`src/iopm_pkg.sv`:
```
package iopm_pkg;
  localparam int IOPM_PORT_W = 8;
  localparam logic [7:0] IOPM_CFG_RST = 8'h00;
  localparam logic [7:0] IOPM_DATA_RST = 8'h00;
  localparam logic [7:0] IOPM_PORTD_RST = 8'hFF;
  localparam int IOPM_G_HALT_BIT = 7;
  localparam int IOPM_G_IDLE_BIT = 6;
  localparam int IOPM_G_ALTSK_BIT = 6;
  localparam int IOPM_G_CLOCK_DELAY_SELECT_BIT = 7;
  localparam logic [7:0] IOPM_G_RDMASK = 8'h3F;
  // Register selects for the internal data-memory port.
  localparam logic [4:0] IOPM_R_GDATA = 5'h00;
  localparam logic [4:0] IOPM_R_GCFG = 5'h01;
  localparam logic [4:0] IOPM_R_GIN = 5'h02;
  localparam logic [4:0] IOPM_R_LDATA = 5'h03;
  localparam logic [4:0] IOPM_R_LCFG = 5'h04;
  localparam logic [4:0] IOPM_R_LIN = 5'h05;
  localparam logic [4:0] IOPM_R_MDATA = 5'h06;
  localparam logic [4:0] IOPM_R_MCFG = 5'h07;
  localparam logic [4:0] IOPM_R_MIN = 5'h08;
  localparam logic [4:0] IOPM_R_NDATA = 5'h09;
  localparam logic [4:0] IOPM_R_NCFG = 5'h0A;
  localparam logic [4:0] IOPM_R_NIN = 5'h0B;
  localparam logic [4:0] IOPM_R_NALT = 5'h0C;
  localparam logic [4:0] IOPM_R_DDATA = 5'h0D;
  localparam logic [4:0] IOPM_R_IIN = 5'h0E;
  localparam logic [4:0] IOPM_R_CANCTL = 5'h0F;
  localparam int IOPM_CAN_CAN_TRANSMIT_ENABLE_ZERO_BIT = 0;
  localparam int IOPM_CAN_CAN_TRANSMIT_ENABLE_ONE_BIT = 1;

  typedef struct packed {
    logic [7:0] o;
    logic [7:0] oe;
    logic [7:0] pu;
  } iopm_pin_s;
endpackage

```
`src/iopm_top.sv`:
```
`timescale 1ns/100ps
// Notes on behaviour
// - Config/data pair selects hi-z, pull-up, low, high.
// - Ports G, L, M, N: config, data, and input location.
// - Port G data bits 6,7 read zero.
// - Writing one to G data bit7 halts.
// - Writing one to G data bit6 idles.
// - G config bit6 inverts serial clock; bit7 delay.
// - Port G pins carry serial, timer, interrupt alternates.
// - L and M pins wake; L carries serial.
// - L and M wakeups share one interrupt.
// - Selected M alternate overrides config and data.
// - Alternate wakeup masks pin, input still readable.
// - SPI enabled owns M0-M3 with role direction.
// - CAN wakes via M7; M5,M4 carry timer two.
// - Expander decodes eight exclusive extended selects.
// - Port N alternate drives pin like data bit.
// - Each CAN transmit pin enabled by own bit.
// - Port D output only, high during reset.
// - Port I eight-bit input only, analog.
// - Reset clears L and G registers.
module iopm_top import iopm_pkg::*; #(
  parameter int W = IOPM_PORT_W
) (
  // Clock and reset.
  input wire logic MCLK,
  input wire logic RST_N,
  // Internal register port.
  input wire logic REG_WR,
  input wire logic REG_RD,
  input wire logic [4:0] REG_ADDR,
  input wire logic [7:0] REG_WDATA,
  output logic [7:0] REG_RDATA,
  // Port G pins.
  input wire logic [7:0] PG_IN,
  output logic [7:0] PG_OUT,
  output logic [7:0] PG_OE,
  output logic [7:0] PG_PU,
  // Port L pins.
  input wire logic [7:0] PL_IN,
  output logic [7:0] PL_OUT,
  output logic [7:0] PL_OE,
  output logic [7:0] PL_PU,
  // Port M pins.
  input wire logic [7:0] PM_IN,
  output logic [7:0] PM_OUT,
  output logic [7:0] PM_OE,
  output logic [7:0] PM_PU,
  // Port N pins.
  input wire logic [7:0] PN_IN,
  output logic [7:0] PN_OUT,
  output logic [7:0] PN_OE,
  output logic [7:0] PN_PU,
  // Port D and port I pins.
  output logic [7:0] PD_OUT,
  input wire logic [7:0] PI_IN,
  output logic [7:0] ANALOG_CHANNEL,
  // Power and clock control.
  output logic HALT_REQ,
  output logic IDLE_REQ,
  output logic SK_ALT_PHASE,
  output logic CLOCK_DELAY_SELECT,
  // Port G alternates.
  input wire logic OSCILLATOR_OUTPUT,
  input wire logic SYNC_SERIAL_SEL,
  input wire logic SYNC_SERIAL_CLOCK_O,
  input wire logic SYNC_SERIAL_DATA_O,
  output logic SYNC_SERIAL_DATA_I,
  output logic SYNC_SERIAL_CLOCK_I,
  input wire logic TIMER_ONE_IO_O,
  input wire logic TIMER_ONE_IO_OE,
  output logic TIMER_ONE_IO_I,
  output logic TIMER_ONE_CAPTURE,
  input wire logic SUPERVISOR_ERROR_N,
  output logic EXTERNAL_INTERRUPT_INPUT,
  // Port L alternates.
  input wire logic ASYNC_SERIAL_TX_EN,
  input wire logic ASYNC_SERIAL_TRANSMIT,
  output logic ASYNC_SERIAL_RECEIVE,
  input wire logic ASYNC_SERIAL_CLOCK_OE,
  input wire logic ASYNC_SERIAL_CLOCK_O,
  output logic ASYNC_SERIAL_CLOCK_I,
  // Port M alternates.
  input wire logic SPI_ENABLE,
  input wire logic SPI_MASTER,
  input wire logic SPI_SS_O_N,
  input wire logic SPI_SCK_O,
  input wire logic SPI_MOSI_O,
  input wire logic SPI_MISO_O,
  output logic SPI_SS_I_N,
  output logic SPI_SCK_I,
  output logic SPI_MOSI_I,
  output logic SPI_MISO_I,
  input wire logic TIMER_TWO_SEL_A,
  input wire logic TIMER_TWO_SEL_B,
  input wire logic TIMER_TWO_IO_A_O,
  input wire logic TIMER_TWO_IO_B_O,
  input wire logic TIMER_TWO_OE_A,
  input wire logic TIMER_TWO_OE_B,
  output logic TIMER_TWO_IO_A,
  output logic TIMER_TWO_IO_B,
  input wire logic CAN_WAKE_SEL,
  input wire logic CAN_RX_ACTIVITY,
  input wire logic [7:0] WAKE_ENABLE,
  output logic MULTI_INPUT_WAKEUP,
  // Expander and CAN pins.
  input wire logic [7:0] SPI_SHIFT,
  input wire logic CAN_RECEIVE_IN_ZERO,
  input wire logic CAN_RECEIVE_IN_ONE,
  input wire logic CAN_TX_DATA,
  output logic CAN_RX_DATA,
  output logic CAN_TRANSMIT_OUT_ZERO,
  output logic CAN_TRANSMIT_OUT_ONE,
  output logic CAN_TRANSMIT_OE_ZERO,
  output logic CAN_TRANSMIT_OE_ONE
);
  logic [7:0] g_data, g_cfg, l_data, l_cfg, m_data, m_cfg;
  logic [7:0] n_data, n_cfg, port_n_alternate_enable, d_data;
  logic [1:0] can_ctl;
  logic [7:0] ess_n, n_eff_data, l_last, m_last, m_wake_src;
  iopm_pin_s pg, pl, pm, pn;

  function automatic iopm_pin_s setup(input logic [7:0] cfg,
                                      input logic [7:0] dat);
    iopm_pin_s r;
    r.o = dat;
    r.oe = cfg;
    r.pu = ~cfg & dat;
    return r;
  endfunction

  always_ff @(posedge MCLK) begin
    if (!RST_N) begin
      g_data <= IOPM_DATA_RST;
      g_cfg <= IOPM_CFG_RST;
      l_data <= IOPM_DATA_RST;
      l_cfg <= IOPM_CFG_RST;
      m_data <= IOPM_DATA_RST;
      m_cfg <= IOPM_CFG_RST;
      n_data <= IOPM_DATA_RST;
      n_cfg <= IOPM_CFG_RST;
      port_n_alternate_enable <= IOPM_DATA_RST;
      can_ctl <= 2'h0;
    end else if (REG_WR) begin
      unique case (REG_ADDR)
        IOPM_R_GDATA: g_data <= REG_WDATA;
        IOPM_R_GCFG: g_cfg <= REG_WDATA;
        IOPM_R_LDATA: l_data <= REG_WDATA;
        IOPM_R_LCFG: l_cfg <= REG_WDATA;
        IOPM_R_MDATA: m_data <= REG_WDATA;
        IOPM_R_MCFG: m_cfg <= REG_WDATA;
        IOPM_R_NDATA: n_data <= REG_WDATA;
        IOPM_R_NCFG: n_cfg <= REG_WDATA;
        IOPM_R_NALT: port_n_alternate_enable <= REG_WDATA;
        IOPM_R_CANCTL: can_ctl <= REG_WDATA[1:0];
        default: ;
      endcase
    end
  end

  always_ff @(posedge MCLK) begin
    if (!RST_N) begin
      d_data <= IOPM_PORTD_RST;
    end else if (REG_WR && REG_ADDR == IOPM_R_DDATA) begin
      d_data <= REG_WDATA;
    end
  end
  assign PD_OUT = d_data;

  assign HALT_REQ = g_data[IOPM_G_HALT_BIT];
  assign IDLE_REQ = g_data[IOPM_G_IDLE_BIT];
  assign SK_ALT_PHASE = g_cfg[IOPM_G_ALTSK_BIT];
  assign CLOCK_DELAY_SELECT = g_cfg[IOPM_G_CLOCK_DELAY_SELECT_BIT];

  always_comb begin
    unique case (REG_ADDR)
      IOPM_R_GDATA: REG_RDATA = g_data & IOPM_G_RDMASK;
      IOPM_R_GCFG: REG_RDATA = g_cfg;
      IOPM_R_GIN: REG_RDATA = PG_IN;
      IOPM_R_LDATA: REG_RDATA = l_data;
      IOPM_R_LCFG: REG_RDATA = l_cfg;
      IOPM_R_LIN: REG_RDATA = PL_IN;
      IOPM_R_MDATA: REG_RDATA = m_data;
      IOPM_R_MCFG: REG_RDATA = m_cfg;
      IOPM_R_MIN: REG_RDATA = PM_IN;
      IOPM_R_NDATA: REG_RDATA = n_data;
      IOPM_R_NCFG: REG_RDATA = n_cfg;
      IOPM_R_NIN: REG_RDATA = PN_IN;
      IOPM_R_NALT: REG_RDATA = port_n_alternate_enable;
      IOPM_R_DDATA: REG_RDATA = d_data;
      IOPM_R_IIN: REG_RDATA = PI_IN;
      IOPM_R_CANCTL: REG_RDATA = {6'h00, can_ctl};
      default: REG_RDATA = 8'h00;
    endcase
  end
  assign ANALOG_CHANNEL = PI_IN;

  always_comb begin
    pg = setup(g_cfg, g_data);
    pg.pu[7:6] = 2'h0;
    pg.oe[7:6] = 2'h2;
    pg.o[7:6] = {OSCILLATOR_OUTPUT, 1'b0};
    if (SYNC_SERIAL_SEL) begin
      pg.o[5] = SYNC_SERIAL_CLOCK_O;
      pg.o[4] = SYNC_SERIAL_DATA_O;
    end
    if (TIMER_ONE_IO_OE) begin
      pg.o[3] = TIMER_ONE_IO_O;
      pg.oe[3] = 1'b1;
    end
    if (!SUPERVISOR_ERROR_N) begin
      pg.o[1] = 1'b0;
      pg.oe[1] = 1'b1;
    end
  end
  assign SYNC_SERIAL_DATA_I = PG_IN[6];
  assign SYNC_SERIAL_CLOCK_I = PG_IN[5];
  assign TIMER_ONE_IO_I = PG_IN[3];
  assign TIMER_ONE_CAPTURE = PG_IN[2];
  assign EXTERNAL_INTERRUPT_INPUT = PG_IN[0];

  always_comb begin
    pl = setup(l_cfg, l_data);
    if (ASYNC_SERIAL_TX_EN) begin
      pl.o[2] = ASYNC_SERIAL_TRANSMIT;
      pl.oe[2] = 1'b1;
    end
    if (ASYNC_SERIAL_CLOCK_OE) begin
      pl.o[1] = ASYNC_SERIAL_CLOCK_O;
      pl.oe[1] = 1'b1;
    end
  end
  assign ASYNC_SERIAL_RECEIVE = PL_IN[3];
  assign ASYNC_SERIAL_CLOCK_I = PL_IN[1];

  always_comb begin
    pm = setup(m_cfg, m_data);
    if (SPI_ENABLE) begin
      pm.pu[3:0] = 4'h0;
      pm.oe[3:1] = {3{SPI_MASTER}};
      pm.oe[0] = !SPI_MASTER;
      pm.o[3] = SPI_SS_O_N;
      pm.o[2] = SPI_SCK_O;
      pm.o[1] = SPI_MOSI_O;
      pm.o[0] = SPI_MISO_O;
    end
    if (TIMER_TWO_SEL_A) begin
      pm.o[4] = TIMER_TWO_IO_A_O;
      pm.oe[4] = TIMER_TWO_OE_A;
      pm.pu[4] = 1'b0;
    end
    if (TIMER_TWO_SEL_B) begin
      pm.o[5] = TIMER_TWO_IO_B_O;
      pm.oe[5] = TIMER_TWO_OE_B;
      pm.pu[5] = 1'b0;
    end
  end
  assign SPI_SS_I_N = PM_IN[3];
  assign SPI_SCK_I = PM_IN[2];
  assign SPI_MOSI_I = PM_IN[1];
  assign SPI_MISO_I = PM_IN[0];
  assign TIMER_TWO_IO_A = PM_IN[4];
  assign TIMER_TWO_IO_B = PM_IN[5];

  genvar k;
  generate
    for (k = 0; k < W; k++) begin : g_ess
      assign ess_n[k] = !(!SPI_SS_O_N && SPI_SHIFT[2:0] == 3'(k));
    end
  endgenerate

  assign n_eff_data = (n_data & ~port_n_alternate_enable)
                    | (ess_n & port_n_alternate_enable);
  assign pn = setup(n_cfg, n_eff_data);

  always_comb begin
    m_wake_src = PM_IN;
    m_wake_src[7] = CAN_WAKE_SEL ? CAN_RX_ACTIVITY : PM_IN[7];
    if (SPI_ENABLE) begin
      m_wake_src[3:0] = m_last[3:0];
    end
    if (TIMER_TWO_SEL_A) begin
      m_wake_src[4] = m_last[4];
    end
    if (TIMER_TWO_SEL_B) begin
      m_wake_src[5] = m_last[5];
    end
  end
  always_ff @(posedge MCLK) begin
    if (!RST_N) begin
      l_last <= 8'h00;
      m_last <= 8'h00;
    end else begin
      l_last <= PL_IN;
      m_last <= m_wake_src;
    end
  end
  assign MULTI_INPUT_WAKEUP = |(((l_last ^ PL_IN) | (m_last ^ m_wake_src))
                                & WAKE_ENABLE);

  assign CAN_TRANSMIT_OUT_ZERO = CAN_TX_DATA;
  assign CAN_TRANSMIT_OUT_ONE = CAN_TX_DATA;
  assign CAN_TRANSMIT_OE_ZERO = can_ctl[IOPM_CAN_CAN_TRANSMIT_ENABLE_ZERO_BIT];
  assign CAN_TRANSMIT_OE_ONE = can_ctl[IOPM_CAN_CAN_TRANSMIT_ENABLE_ONE_BIT];
  assign CAN_RX_DATA = CAN_RECEIVE_IN_ZERO & CAN_RECEIVE_IN_ONE;

  assign PG_OUT = pg.o;
  assign PG_OE = pg.oe;
  assign PG_PU = pg.pu;
  assign PL_OUT = pl.o;
  assign PL_OE = pl.oe;
  assign PL_PU = pl.pu;
  assign PM_OUT = pm.o;
  assign PM_OE = pm.oe;
  assign PM_PU = pm.pu;
  assign PN_OUT = pn.o;
  assign PN_OE = pn.oe;
  assign PN_PU = pn.pu;

  AST_RESET_LG: assert property (@(posedge MCLK)
    !RST_N |=> (PL_OE == 8'h00 && PL_PU == 8'h00 && PG_OE[5:0] == 6'h00))
    else $error("ports L or G not released after reset");
  AST_PORTD_HIGH: assert property (@(posedge MCLK)
    !RST_N |=> PD_OUT == 8'hFF)
    else $error("port D not preset high");
  AST_G_READ_ZERO: assert property (@(posedge MCLK) disable iff (!RST_N)
    REG_ADDR == IOPM_R_GDATA |-> REG_RDATA[7:6] == 2'h0)
    else $error("port G bits 6,7 read nonzero");
  AST_HALT: assert property (@(posedge MCLK) disable iff (!RST_N)
    REG_WR && REG_ADDR == IOPM_R_GDATA && REG_WDATA[7] |=> HALT_REQ)
    else $error("halt not requested");
  AST_IDLE: assert property (@(posedge MCLK) disable iff (!RST_N)
    REG_WR && REG_ADDR == IOPM_R_GDATA && REG_WDATA[6] |=> IDLE_REQ)
    else $error("idle not requested");
  AST_PULLUP: assert property (@(posedge MCLK) disable iff (!RST_N)
    !SPI_ENABLE && !TIMER_TWO_SEL_A && !TIMER_TWO_SEL_B
    |-> PM_PU == (~m_cfg & m_data) && PM_OE == m_cfg)
    else $error("port M setup mismatch");
  AST_SPI_DIR: assert property (@(posedge MCLK) disable iff (!RST_N)
    SPI_ENABLE |-> PM_OE[2] == SPI_MASTER && PM_OE[0] == !SPI_MASTER)
    else $error("SPI direction wrong");
  AST_ESS_ONEHOT: assert property (@(posedge MCLK) disable iff (!RST_N)
    $countones(~ess_n) == (SPI_SS_O_N ? 0 : 1))
    else $error("extended selects not exclusive");
  AST_CAN_TXEN: assert property (@(posedge MCLK) disable iff (!RST_N)
    REG_WR && REG_ADDR == IOPM_R_CANCTL
    |=> CAN_TRANSMIT_OE_ZERO == $past(REG_WDATA[0]))
    else $error("CAN transmit enable mismatch");
  AST_N_ROUTE: assert property (@(posedge MCLK) disable iff (!RST_N)
    port_n_alternate_enable[0] |-> PN_OUT[0] == ess_n[0])
    else $error("port N alternate not routed");
endmodule
```
`config.mk`:
```
export PLATFORM = sky130hd
export DESIGN_NAME = iopm_top
export DESIGN_NICKNAME = d
export VERILOG_FILES = /design/src/iopm_pkg.sv /design/src/iopm_top.sv
export SDC_FILE = /design/constraint.sdc
export NUM_CORES = 1
export LEC_CHECK = 0
export BUFFER_PORTS_ARGS = -buffer_cell sky130_fd_sc_hd__buf_2
export CORE_ASPECT_RATIO = 1.1
export CORE_MARGIN = 2
export CORE_UTILIZATION = 30
export CTS_BUF_LIST = sky130_fd_sc_hd__clkbuf_2
export CTS_CLUSTER_SIZE = 10
export DETAILED_ROUTE_END_ITERATION = 12
export HOLD_SLACK_MARGIN = 0.06
export PLACE_DENSITY = 0.57
export SETUP_SLACK_MARGIN = 0.4
export SYNTH_ARGS = -nofsm -noshare
export SYNTH_HDL_FRONTEND = slang
export SYNTH_SLANG_ARGS = --single-unit
```
`constraint.sdc`:
```
create_clock -name MCLK -period 3.3 [get_ports MCLK]
set_input_delay 0.825 -clock MCLK [delete_from_list [all_inputs] [get_ports MCLK]]
set_output_delay 0.825 -clock MCLK [all_outputs]
set_load 0.1 [all_outputs]
```
==> impl_results.md <==
- Outcome: finished, final reports clean
- Post-synth top cells: 104 x nand2_1, 98 x dfxtp_1, 70 x nand3_1, 65 x nor2b_1, 58 x buf_4
- Area after DPL: 7710 sq um
- Post-synth top area cell: dfxtp_1
- Routability congestion estimate: 0.949
- Root buffer cell: clkbuf_2
- Post-layout minimum cycle time: 3.00 ns
- Arr. time, crit path: between 2 and 2.5 ns
- H-tree depth: 3
- Mean post-synth cell area: just over 8 sq um
- Distinct cells, synth: between 50 and 60
- DR pass1 iterations: 7
- R2R Path Start: l_cfg[7]
- Count leader, synth: nand2_1
- DRC: 0
- Port buffer count: roughly 230
- Routed WL: between 20,000 and 25,000 um
- DR WL/cell: 19.3 um
- Global route overflow: 0
- Initial DRC count: 460
- First-pass GRT wire length: 34,600 um
- PwrDens: approximately 320 nW/um^2
- CTS Buffer Depth: 2
- Final Setup Violations: 0
- Area of the die: 21,100 sq um
- Max transition margin: roughly half
- Setup_tns: 0 ns
- Fmax: 333 MHz
- Cell area after layout: around 8500 sq um
- Endpoints failing hold: 0
- WHS Endpoint: l_last[6]
- CP Class: input pin to output pin
- Max Cap Viol: 0
- Starting Density: 30.4%
- Clock Skew: 0 ns
- Clock Latency Late Sink: between 0.6 and 0.7 ns
- Post-synthesis cell area: between 5000 and 6000 sq um
- Worst hold margin: approximately 0.47 ns
- DP HPWL: approximately 18,000 um
- Total Nets Final: ~1,100
- Hold path startpoint: PL_IN[6]
- Min-Delay Path Depth: 2
- Layout cells sized above 1: 45.7%
- Io pins: ~240
- Area grow syn2layout: 41.4%
- CP endpoint kind: output pin
- Reg clk slew, reported paths: 0.25 ns
- Register area share after synthesis: roughly 33%
- RR Endpoint: l_cfg[7]
- Post-layout util: 43.0%
- R2R setup slack: 2.45 ns
- EDFF count, synth: 0
- Syn Inst Count: between 700 and 800
- Synth top area cells: dfxtp_1 33%, mux2i_1 8.0%, buf_4 7.3%
- Die X: 139 um
- Vias: 6,110
- Reg2reg path depth: 2
- Crit Path Max Fanout: 9
- Lkg Pwr: between 3 and 4 nW
- Crit path largest cell delay: roughly 0.32 ns
- Crit-path slowest cell: nor3b_4
- VDD IR max: around 0.00018 V
- Fin. max-slew vios: 0
- Core Rows: 54
- Yosys warns: 0
- Die H: 152 um
- Slew @ Worst Pin: between 0.7 and 0.8 ns
- Core area: a little under 20,000 sq um
- Initial antenna violation count: 1
- Hold-fix buffers, CTS: 0
- Flops & latches, synth: between 90 and 100
- Worst path cell trace: buf_8 > buf_6 > nor3b_4 > nand3_2 > o211ai_1 > a221oi_2 > nand4_1 > buf_12
- RSZ-0062 raised after global routing: yes
- Vias in the first global route: roughly 5,700
- Period utilization: between 90% and 100%
- Hold crit path type: input pin to flop
- Top-area cell type share of the netlist area: between 30% and 40%
- CTS tree: built
- Crit start category: input pin
- Largest net degree at the start of global routing: 53
- Routed vias/inst: between 5 and 6
- Num Clock Sinks: 98
- GRT Resource Usage Total: a little over a fifth
- Routed Antenna Nets: 0
- Predominant post-synthesis flop cell: dfxtp_1
- CP required: between 2 and 2.5 ns
- Asr flop ratio synth: 0%
- Total CTS buffers: 9
[worst max-delay path by stage]
stage | to | depth (start not counted) | start | slack, ns
global placement | REG_RDATA[0] | 7 | REG_ADDR[1] | -0.13
floorplan | REG_RDATA[2] | 7 | REG_ADDR[1] | -0.06
detailed placement | REG_RDATA[0] | 7 | REG_ADDR[1] | -0.15
finish | REG_RDATA[2] | 8 | REG_ADDR[4] | 0.30
global route | REG_RDATA[2] | 7 | REG_ADDR[0] | 0.25
CTS | REG_RDATA[6] | 7 | REG_ADDR[2] | 0.33
[where the power goes]
group	leakage (nW)	switching (W)	internal (W)
logic	2.85	0.000609	0.000265
registers	0.797	0.0000167	0.00121
clock network	0.0682	0.000426	0.000167
total	3.71	0.00105	0.00164
[placed cells by master, fill, tap and decap left out, drive strengths merged, types with 8 or more instances in the layout]
| cell type | netlist | final |
|---|---|---|
| a22oi | 15 | 15 |
| nor2b | 65 | 65 |
| clkbuf | 17 | 10 |
| nand3 | 73 | 73 |
| a221oi | 12 | 12 |
| a21oi | 15 | 15 |
| xnor2 | 11 | 11 |
| o21ai | 13 | 13 |
| and2 | 16 | 16 |
| nor3 | 9 | 9 |
| nor2 | 39 | 39 |
| mux2i | 48 | 48 |
| o22ai | 10 | 10 |
| nand2b | 11 | 11 |
| nand2 | 104 | 104 |
| a21boi | 50 | 50 |
| dfxtp | 98 | 98 |
| buf | 80 | 291 |
| mux2 | 8 | 8 |
[final cells by class]
| type | instances | area [sq um] |
|---|---|---|
| fillers | 1977 | 11200 |
| multi-input cells | 545 | 4110 |
| flip-flops and latches | 98 | 1970 |
| repair buffers | 293 | 1930 |
| well taps | 252 | 315 |
| clock inverters | 7 | 60.1 |
| clock buffers | 9 | 45.0 |
| inverters | 3 | 11.3 |
| diodes | 1 | 2.50 |
[what timing repair did]
item | 4_1_cts | 5_1_grt
buffers inserted | 17 | 3
pin swaps | 19 | 7
cloned | 2 | 0
resized for setup | 94 | 14
endpoints found under the setup margin | 9 | 10
[critical path, delay by kind of cell]
family,cells,cell delay (ns)
buffers and inverters,3,0.47
AND/OR/NAND/NOR,3,0.61
AO/OA/AOI/OAI,2,0.27
[logic make-up after synthesis]
logic type,after synthesis,synth area share (%)
other,2,0.126
AND/OR/NAND/NOR,342,29.4
XOR/XNOR,16,2.34
flip-flops,98,32.8
multiplexers,57,9.92
AO/OA/AOI/OAI,125,14.7
buffers and inverters,100,10.7
[layer usage]
layer / share of wire (%) / up-vias / GRT usage (%)
met5: 0 / - / 0
met4: 2.6 / 0 / 7.26
met3: 6.2 / 31 / 3.94
met2: 48 / 255 / 35.7
met1: 43 / 2895 / 28.0
li1: - / 2929 / -
[through the flow]
step | setup WS [ns] | total power (W) | instances
after floorplan | -0.0640 | 0.00187 | 743
after global placement | -0.125 | 0.00205 | 1169
final | 0.297 | 0.00269 | 1208
after detailed placement | -0.151 | 0.00205 | 1169
after global routing | 0.250 | 0.00279 | 1208
after CTS | 0.331 | 0.00270 | 1204
Note: power is estimated with default switching activity, not from simulation.
